**src/wdg_pkg.sv**
```systemverilog
// constants, types and register map of the watchdog timer
// assumes a 32-bit avalon-mm slave port with byte addressing
package wdg_pkg;

  ////////////////////////////////////////////////////////////////////////////
  // register indices; byte address is four times the index
  localparam logic [7:0] IDX_OPTION = 8'h04;   // software_mode_option
  localparam logic [7:0] IDX_CTRL   = 8'h07;   // watchdog_timeout_control
  localparam logic [7:0] IDX_STATUS = 8'h08;   // live watchdog state
  localparam logic [7:0] IDX_CMD    = 8'h09;   // refresh / sleep strobes

  ////////////////////////////////////////////////////////////////////////////
  // reset values
  localparam logic [7:0] OPTION_RST = 8'h00;   // hardware mode
  localparam logic [3:0] CTRL_RST   = 4'h1;    // factor 625

  // the one option code that selects software mode
  localparam logic [7:0] SW_CODE    = 8'hAA;

  ////////////////////////////////////////////////////////////////////////////
  // field positions
  localparam int SEL_MSB     = 3;              // timeout_select top bit
  localparam int STAT_RUN    = 0;              // counting
  localparam int STAT_SWMODE = 1;              // software mode active
  localparam int STAT_FIRE   = 2;              // reset being driven
  localparam int STAT_STOP   = 3;              // halted by sleep
  localparam int CMD_REFRESH = 0;              // refresh strobe
  localparam int CMD_SLEEP   = 1;              // sleep strobe

  ////////////////////////////////////////////////////////////////////////////
  // timing counts in core clock cycles; the factor step counts ticks
  localparam int PRESC_DIV   = 500;            // master clocks per tick
  localparam int FACTOR_STEP = 625;            // factor per selector step
  localparam int RST_LEN     = 4;              // reset pulse length

  // watchdog states
  typedef enum logic [1:0] {
    st_run,
    st_stop,
    st_fire
  } wdg_state_t;

endpackage : wdg_pkg

```
**src/wdg_timer.sv**
```systemverilog
// watchdog timer: prescaler, timeout counter, mode option, bus slave
// assumes synchronous inputs, one clock, avalon-mm master with waitrequest
//
// Decided for this implementation: the Avalon-MM slave port.
`timescale 1ns/10ps

module wdg_timer #(
  parameter int unsigned PRESC_DIV = wdg_pkg::PRESC_DIV  // shorten in sim
) (
  input  wire logic        core_clk_i,       // 40 mhz core clock
  input  wire logic        rst_i,            // async reset, high
  input  wire logic [7:0]  address_i,        // avalon byte address
  input  wire logic        read_i,           // avalon read
  input  wire logic        write_i,          // avalon write
  input  wire logic [3:0]  byteenable_i,     // avalon byte lanes
  input  wire logic [31:0] writedata_i,      // avalon write data
  output logic      [31:0] readdata_o,       // avalon read data
  output logic             waitrequest_o,    // avalon stall
  input  wire logic        refresh_instr_i,  // refresh_instruction pulse
  input  wire logic        sleep_instr_i,    // sleep_instruction pulse
  output logic             core_rst_n_o      // reset to controller_core
);

  ////////////////////////////////////////////////////////////////////////////
  // declarations
  wdg_pkg::wdg_state_t state_r;              // watchdog state
  logic [7:0]  opt_r;                        // software_mode_code
  logic [3:0]  sel_r;                        // timeout_select
  logic [8:0]  presc_r;                      // prescaler count
  logic [13:0] tick_r;                       // ticks since refresh or timeout
  logic [2:0]  fire_r;                       // reset pulse count
  logic        rst_n_r;                      // reset output flop
  logic        ack_r;                        // bus answer cycle
  logic [31:0] rdata_r;                      // read data flop
  logic        first_r;                      // first cycle after reset
  logic        sw_mode;                      // software mode active
  logic        tick;                         // watchdog_tick pulse
  logic        expire;                       // timeout reached
  logic        refresh_evt;                  // any refresh source
  logic        sleep_evt;                    // any sleep source
  logic        bus_req;                      // read or write pending
  logic        wr_take;                      // write takes effect
  logic        cmd_wr;                       // command register write

  ////////////////////////////////////////////////////////////////////////////
  // functions

  // division factor of a selector value
  function automatic logic [13:0] factor(input logic [3:0] sel);
    logic [13:0] f;
    if (sel == 4'h0) begin
      f = 14'h0001;                          // smallest delay
    end else begin
      f = 14'(wdg_pkg::FACTOR_STEP * int'(sel));
    end
    return f;
  endfunction : factor

  // address match for a register index
  function automatic logic hit(input logic [7:0] adr, input logic [7:0] idx);
    return (adr[1:0] == 2'b00) && (adr[7:2] == idx[5:0]);
  endfunction : hit

  ////////////////////////////////////////////////////////////////////////////
  // bus handshake: one stall cycle, then the answer edge

  assign bus_req       = read_i | write_i;
  assign waitrequest_o = bus_req & ~ack_r;
  assign wr_take       = write_i & ack_r;
  assign readdata_o    = rdata_r;

  // answer flag toggles on each pending request
  always_ff @(posedge core_clk_i or posedge rst_i) begin
    if (rst_i) begin
      ack_r <= 1'b0;
    end else begin
      ack_r <= bus_req & ~ack_r;
    end
  end

  // read data captured in the stall cycle, stands at the answer edge
  always_ff @(posedge core_clk_i or posedge rst_i) begin
    if (rst_i) begin
      rdata_r <= 32'h0000_0000;
    end else if (read_i && !ack_r) begin
      rdata_r <= 32'h0000_0000;              // unmapped reads zero
      if (hit(address_i, wdg_pkg::IDX_OPTION)) begin
        rdata_r[7:0] <= opt_r;
      end else if (hit(address_i, wdg_pkg::IDX_CTRL)) begin
        rdata_r[wdg_pkg::SEL_MSB:0] <= sel_r;
      end else if (hit(address_i, wdg_pkg::IDX_STATUS)) begin
        rdata_r[wdg_pkg::STAT_RUN]    <= (state_r == wdg_pkg::st_run);
        rdata_r[wdg_pkg::STAT_SWMODE] <= sw_mode;
        rdata_r[wdg_pkg::STAT_FIRE]   <= (state_r == wdg_pkg::st_fire);
        rdata_r[wdg_pkg::STAT_STOP]   <= (state_r == wdg_pkg::st_stop);
      end
    end
  end

  ////////////////////////////////////////////////////////////////////////////
  // software registers

  // option byte; reset keeps hardware mode
  always_ff @(posedge core_clk_i or posedge rst_i) begin
    if (rst_i) begin
      opt_r <= wdg_pkg::OPTION_RST;
    end else if (wr_take && byteenable_i[0]
                 && hit(address_i, wdg_pkg::IDX_OPTION)) begin
      opt_r <= writedata_i[7:0];
    end
  end

  // timeout selector; upper bits are dropped
  always_ff @(posedge core_clk_i or posedge rst_i) begin
    if (rst_i) begin
      sel_r <= wdg_pkg::CTRL_RST;
    end else if (wr_take && byteenable_i[0]
                 && hit(address_i, wdg_pkg::IDX_CTRL)) begin
      sel_r <= writedata_i[wdg_pkg::SEL_MSB:0];
    end
  end

  // only the exact code enables software mode
  assign sw_mode = (opt_r == wdg_pkg::SW_CODE);

  // command strobes from the bus join the instruction pulses
  assign cmd_wr      = wr_take && byteenable_i[0]
                       && hit(address_i, wdg_pkg::IDX_CMD);
  assign refresh_evt = refresh_instr_i
                       | (cmd_wr & writedata_i[wdg_pkg::CMD_REFRESH]);
  assign sleep_evt   = sleep_instr_i
                       | (cmd_wr & writedata_i[wdg_pkg::CMD_SLEEP]);

  ////////////////////////////////////////////////////////////////////////////
  // timebase

  // tick at the last prescaler count while running
  assign tick   = (state_r == wdg_pkg::st_run)
                  && (presc_r == 9'(PRESC_DIV - 1));
  // timeout when the next tick count reaches the factor
  assign expire = tick && (14'(tick_r + 14'h0001) == factor(sel_r));

  // prescaler: cleared on refresh and while firing, frozen when stopped
  always_ff @(posedge core_clk_i or posedge rst_i) begin
    if (rst_i) begin
      presc_r <= 9'h000;
    end else if (state_r == wdg_pkg::st_fire) begin
      presc_r <= 9'h000;
    end else if (refresh_evt) begin
      presc_r <= 9'h000;
    end else if (tick) begin
      presc_r <= 9'h000;
    end else if (state_r == wdg_pkg::st_run) begin
      presc_r <= 9'(presc_r + 9'h001);
    end
  end

  // tick counter: counts ticks since the last refresh or timeout
  always_ff @(posedge core_clk_i or posedge rst_i) begin
    if (rst_i) begin
      tick_r <= 14'h0000;
    end else if (state_r == wdg_pkg::st_fire) begin
      tick_r <= 14'h0000;
    end else if (refresh_evt) begin
      tick_r <= 14'h0000;
    end else if (expire) begin
      tick_r <= 14'h0000;
    end else if (tick) begin
      tick_r <= 14'(tick_r + 14'h0001);
    end
  end

  ////////////////////////////////////////////////////////////////////////////
  // state machine

  // refresh wins over timeout and sleep in the same cycle
  always_ff @(posedge core_clk_i or posedge rst_i) begin
    if (rst_i) begin
      state_r <= wdg_pkg::st_run;
    end else begin
      unique case (state_r)
        wdg_pkg::st_run: begin
          if (refresh_evt) begin
            state_r <= wdg_pkg::st_run;
          end else if (expire) begin
            state_r <= wdg_pkg::st_fire;
          end else if (sleep_evt && sw_mode) begin
            state_r <= wdg_pkg::st_stop;
          end                                // sleep ignored
        end
        wdg_pkg::st_stop: begin
          // hardware mode cannot stay stopped
          if (refresh_evt || !sw_mode) begin
            state_r <= wdg_pkg::st_run;
          end
        end
        wdg_pkg::st_fire: begin
          // back to counting once the pulse is out
          if (fire_r == 3'(wdg_pkg::RST_LEN - 1)) begin
            state_r <= wdg_pkg::st_run;
          end
        end
        // the unused code falls back to counting
        default: begin
          state_r <= wdg_pkg::st_run;
        end
      endcase
    end
  end

  // reset pulse length counter
  always_ff @(posedge core_clk_i or posedge rst_i) begin
    if (rst_i) begin
      fire_r <= 3'h0;
    end else if (state_r == wdg_pkg::st_fire) begin
      fire_r <= 3'(fire_r + 3'h1);
    end else begin
      fire_r <= 3'h0;
    end
  end

  // core reset output, low one cycle after the timeout
  always_ff @(posedge core_clk_i or posedge rst_i) begin
    if (rst_i) begin
      rst_n_r <= 1'b1;
    end else if (state_r == wdg_pkg::st_run) begin
      rst_n_r <= ~(expire & ~refresh_evt);
    end else if (state_r == wdg_pkg::st_fire) begin
      rst_n_r <= (fire_r == 3'(wdg_pkg::RST_LEN - 1));
    end else begin
      rst_n_r <= 1'b1;
    end
  end

  assign core_rst_n_o = rst_n_r;

  ////////////////////////////////////////////////////////////////////////////
  // checks

  // marks the first cycle after reset release
  always_ff @(posedge core_clk_i or posedge rst_i) begin
    if (rst_i) begin
      first_r <= 1'b1;
    end else begin
      first_r <= 1'b0;
    end
  end
endmodule : wdg_timer

```
**config.mk**
```make
export PLATFORM = sky130hd
export DESIGN_NAME = wdg_timer
export DESIGN_NICKNAME = d
export VERILOG_FILES = /design/src/wdg_pkg.sv /design/src/wdg_timer.sv
export SDC_FILE = /design/constraint.sdc
export NUM_CORES = 1
export LEC_CHECK = 0
export BUFFER_PORTS_ARGS = -buffer_cell sky130_fd_sc_hd__buf_4
export CAP_MARGIN = 20
export CORE_MARGIN = 10
export CORE_UTILIZATION = 60
export CTS_BUF_LIST = sky130_fd_sc_hd__clkbuf_4
export DETAILED_ROUTE_END_ITERATION = 7
export PLACE_DENSITY_LB_ADDON = 0.12
export SETUP_SLACK_MARGIN = 0.15
export SLEW_MARGIN = 30
export SYNTH_ARGS = -nofsm -noshare
export SYNTH_HDL_FRONTEND = slang
export SYNTH_SLANG_ARGS = --single-unit
```
**constraint.sdc**
```tcl
create_clock -name core_clk_i -period 7.2 [get_ports core_clk_i]
set_clock_uncertainty 0.05 [all_clocks]
set_input_delay 1.44 -clock core_clk_i [delete_from_list [all_inputs] [get_ports core_clk_i]]
set_output_delay 1.44 -clock core_clk_i [all_outputs]
set_load 0.01 [all_outputs]
```
# Word level (Yosys, flattened, before mapping)
# Cells that the tools add are included.
[classes]
mux = 22
n_mul = 1
n_reduce_logical = 21
n_eq_ne = 13
n_bitwise = 11
n_addsub = 3
[ops]
columns = ["op", "count"]
rows = [
  ["14-bit 2-to-1 mux", 5],
  ["9-bit 2-to-1 mux", 4],
  ["4-bit 2-to-1 mux", 4],
  ["14-bit by 1-bit adder with 14-bit output (second input constant)", 1],
  ["14-bit == test", 1],
  ["10-bit by 4-bit multiplier with 14-bit output (first input constant)", 1],
  ["6-bit by 3-bit == test with 1-bit output (second input constant)", 2],
  ["6-bit by 4-bit == test with 1-bit output (second input constant)", 2],
  ["1-bit logical AND", 12],
  ["2-bit 2-to-1 mux", 5],
  ["9-bit by 1-bit adder with 9-bit output (second input constant)", 1],
  ["9-bit == test (second input constant)", 1],
  ["8-bit == test (second input constant)", 1],
  ["4-bit nonzero test", 2],
  ["2-bit case mux with 3 select lines", 1],
  ["1-bit AND", 5],
  ["2-bit logical NOT", 2],
  ["4-bit logical NOT", 1],
  ["2-bit by 1-bit != test with 1-bit output (second input constant)", 2],
  ["4-bit != test (second input constant)", 1],
  ["3-bit by 1-bit adder with 3-bit output (second input constant)", 1],
  ["3-bit by 2-bit == test with 1-bit output (second input constant)", 1],
  ["3-bit 2-to-1 mux", 1],
  ["1-bit NOT", 3],
  ["7 further kinds", 11],
]
[word_totals]
input_bits = 50
word_cells = 80
ff_bits = 50
out_inout_bits = 34

# Longest topological paths before layout
[logic_depth]
depth_word = 10
ltp_mapped = 14
ltp_nobuf = 13

# Least setup slack after synthesis
# Ideal clock, no wire load.
[synth_timing]
path_kind = "register to register"
start = "register sel_r[2]"
end = "register tick_r[6]"
setup_slack_ns = 3.162
stages_incl_launch_ff = 12
setup_ns = 0.126
n_path_buf = 0
required_time_ns = 7.024
period_less_slack_ns = 4.038
t_arrival_ns = 3.863
cell_sequence = "dfrtp_1 -> fa_1 -> ha_1 -> fa_1 -> xnor2_1 -> nor4_1 -> a211oi_1 -> or3_1 -> or4_1 -> o41a_1 -> and3_1 -> a221o_1"
[synth_between]
elab_chain_len = 7
word_cells_on_any_way = 9
classes_between = "mul (1); eq/ne (1); mux (4); reduce/logical (3)"
[synth_lines]
columns = ["item", "line_no", "source"]
rows = [
  ["start: declaration", "wdg_timer.sv:28", "logic [3:0] sel_r;"],
  ["start signal: assignment", "wdg_timer.sv:116", "sel_r <= wdg_pkg::CTRL_RST;"],
  ["start signal: assignment", "wdg_timer.sv:119", "sel_r <= writedata_i[wdg_pkg::SEL_MSB:0];"],
  ["10-bit by 4-bit multiplier with 14-bit output or 4-bit logical NOT (tied branches)", "wdg_timer.sv:54, wdg_timer.sv:51", ""],
  ["14-bit 2-to-1 mux (*)", "wdg_timer.sv:51", "if (sel == 4'h0) begin"],
  ["14-bit == test (*)", "wdg_timer.sv:141", "assign expire = tick && (14'(tick_r + 14'h0001) == factor(sel_r));"],
  ["1-bit logical AND (*)", "wdg_timer.sv:141", ""],
  ["14-bit 2-to-1 mux", "wdg_timer.sv:166", "end else if (expire) begin"],
  ["14-bit 2-to-1 mux", "wdg_timer.sv:164", "end else if (refresh_evt) begin"],
  ["14-bit 2-to-1 mux", "wdg_timer.sv:162", "end else if (state_r == wdg_pkg::st_fire) begin"],
  ["end signal: assignment", "wdg_timer.sv:169", "tick_r <= 14'(tick_r + 14'h0001);"],
  ["end: declaration", "wdg_timer.sv:30", "logic [13:0] tick_r;"],
]
# Every way passes the cells marked *; elsewhere a longest branch is shown, timed or not.
# A chain may end at the register's enable or synchronous reset.

# Worst setup path in the final report
# Same ends and word-level chain as after synthesis.

==> impl_metrics.py <==
metrics = {
    "timing": {
        "min_period_over_period_pct": 61.8,
        "max_freq_mhz": 225,
        "fin_setup_tns_ps": 0,
        "tightest_slew_ps": 694,
        "setup_violations": 0,
        "fin_crit_ps": 4450,
        "rsz0062_at_grt": "no",
        "slew_violations": 0,
        "hold_viol_final": 0,
        "relSlewSlack_pct": 53.6,
        "fin_hold_ws_ps": 396,
    },
    "power_and_ir_drop": {
        "total_power_mw": 0.627,
        "powerDensity_mw_per_mm2": 165,
        "leakage_nw": 1.72,
        "max-vdd-ir-drop_mv": 0.109,
    },
    "clock_network": {
        "clkSlewWorstSetupHoldPaths_ps": 160,
        "cts_root_buf": "clkbuf_4",
        "cts.path.max_buffers": 2,
        "cts_resized": 0,
        "cts.sinks": 50,
        "numCtsBuffers": 5,
        "clk_latency_ps": 380,
        "cts_tree": "yes",
        "htreeDepth": 2,
        "post_cts_buffers": 0,
        "hold_buffers": 0,
    },
    "logic_synthesis": {
        "avgSynthCellArea_sq_um": 9.26,
        "synth_top_area_cell": "dfrtp_1",
        "syn_inst": 381,
        "synth_area_leaders": "dfrtp_1 (34%), ha_1 (6.7%), buf_4 (5.3%), xnor2_1 (4.0%), o21ai_0 (3.5%)",
        "synth_edf_count": 0,
        "synth-seq-cells": 50,
        "synthArstFlopShare_pct": 100,
        "synthTopCellsByCount": "dfrtp_1 (48), nor2_1 (30), nand2_1 (28), buf_4 (25), o21ai_0 (25)",
        "ys_types": 64,
        "synth_top_area_share_pct": 34.0,
        "yosysMostFrequentCell": "dfrtp_1",
        "ys.flop_type": "dfrtp_1",
        "synth-seq-area-share_pct": 35.5,
        "syn_area_sq_mm": 0.00353,
        "yosysWarnings": 0,
    },
    "grt": {
        "antenna_found_initial": 0,
        "grt_pass1_vias": 2709,
        "grt_first_pass_wirelength_mm": 13.1,
        "grt_max_degree": 51,
        "grt_use_total_pct": 16.1,
        "overflow": 0,
    },
    "setup_path": {
        "end_kind": "flop",
        "path_cells": "fa_1 -> ha_1 -> fa_1 -> xnor2_1 -> nor4_1 -> a211oi_1 -> or3_1 -> or4_1 -> o41a_1 -> and3_1 -> a221o_1",
        "path_delay_family": "simple AND/OR/NAND/NOR gates",
        "r2r_cells": 11,
        "crit_fanout": 9,
        "required_ps": 7420,
        "cp_slowest_cell": "dfrtp_1",
        "crit_type": "flop to flop",
        "crit_path_start_kind": "flop",
        "cp.depth": 11,
        "crit_buf_inv": 0,
        "arrival_ps": 4670,
        "slowest_delay_ps": 600,
        "cp_common_cell": "fa_1",
    },
    "die": {
        "ios": 84,
        "die_w_microns": 96.7,
        "core_sq_mm": 0.00561,
        "start_util_pct": 62.9,
        "dieHeight_microns": 96.7,
        "die_area_sq_mm": 0.00935,
        "num_rows": 27,
    },
    "layout": {
        "antenna_cells": 0,
        "drive_gt1_share_pct": 14.9,
        "nNetsFinal": 481,
        "stdcell_area_sq_mm": 0.00380,
        "area_growth_pct": 7.69,
        "fin_cells": 482,
    },
    "placed_design": {
        "post-place-cells": 474,
        "place_area_sq_mm": 0.00372,
        "gp_congestion": 0.839,
        "port_buffers": 32,
        "hpwl_mm": 6.13,
    },
    "routing": {
        "drt-wirelength-per-cell_microns": 16.3,
        "finalWirelength_mm": 7.84,
        "drc_errors": 0,
        "dr.pass1.iters": 4,
        "drt-initial-drc-count": 115,
        "vias": 2847,
        "routed_via_density": 5.91,
        "drt.antenna.violating_nets": 0,
    },
    "run": {
        "maxCapViolations": 0,
    },
    "min_path": {
        "hold_class": "flop to flop",
        "min_path_cells": 1,
    },
    "run_status": {
        "status": "finished, final reports clean",
    },
}
==> power by group <==
part           internal (mW)  total (mW)  leakage [nW]  switching [mW]
registers              0.298       0.315         0.671          0.0172
logic                 0.0594       0.143          1.00          0.0840
clock network         0.0734       0.169        0.0432          0.0954
total                  0.431       0.627          1.72           0.197
==> cells in the final DEF, fill, tap and decap left out, types with 5 or more instances in the layout <==
cell type	count
nand4_1	5
and2_1	6
buf_4	33
a22oi_1	5
nor4_1	12
a22o_1	5
mux2_2	9
ha_1	19
xnor2_1	16
nand2_1	28
nor2_1	30
or3_1	7
nand3_1	11
a21o_1	9
xor2_1	8
inv_1	10
dfrtp_1	48
clkbuf_4	5
conb_1	24
o21ai_0	25
a21oi_1	13
nor3_1	9
==> state kept, by name, indices dropped and copies added (netlist names) <==
register	flops
opt_r	8
ack_r	1
state_r	2
core_rst_n_o	1
tick_r	14
presc_r	9
sel_r	4
readdata_o	8
fire_r	3
==> cell families (layout without fill, tap and decap cells) <==
group                    count (synthesis)  after routing  synth area share (%)
multiplexers                            12             12                  3.72
XOR/XNOR                                25             25                  6.63
flip-flops                              50             50                  35.5
AO/OA/AOI/OAI                           88             88                  17.4
AND/OR/NAND/NOR                        136            136                  20.2
buffers and inverters                   47             53                  7.94
other                                    1             24                 0.106
adder cells (fa/ha/maj)                 22             22                  8.44
==> path summary, 6_finish.rpt <==
kind	start	endpoint	slack, ps
max in group asynchronous	rst_i	tick_r[2]	5600
min in group asynchronous	rst_i	readdata_o[0]	1070
setup / recovery	sel_r[2]	tick_r[6]	2750
setup reg to reg	sel_r[2]	tick_r[6]	2750
hold reg to reg	fire_r[0]	fire_r[0]	400
hold / removal	fire_r[0]	fire_r[0]	400
==> per-stage QoR <==
stage / setup slack [ps] / utilization, %
global placement: 2860 / 66.3
CTS: 2780 / 67.8
finish: 2750 / 67.8
global route: 2550 / 67.8
floorplan: 3160 / -
detailed placement: 2810 / 66.4
==> layout make-up <==
class / instances / area [sq um]
clock buffer: 5 / 37.5
multi-input combinational: 307 / 2080
inverter: 12 / 47.5
timing repair buffer: 33 / 248
fill: 471 / 1810
clock inverter: 3 / 42.5
tap: 72 / 90.1
sequential: 50 / 1250
==> layer usage <==
metal  routed length (microns)  part of all wire, %  vias up  GRT usage [%]
met4                        98                  1.2        0           4.40
met2                      3710                   47       64           25.7
met1                      3550                   45     1375           20.5
li1                          -                    -     1398              -
met5                         0                    0        -              0
met3                       490                  6.2       10           4.97
Note: power is estimated with default switching activity, not from simulation.
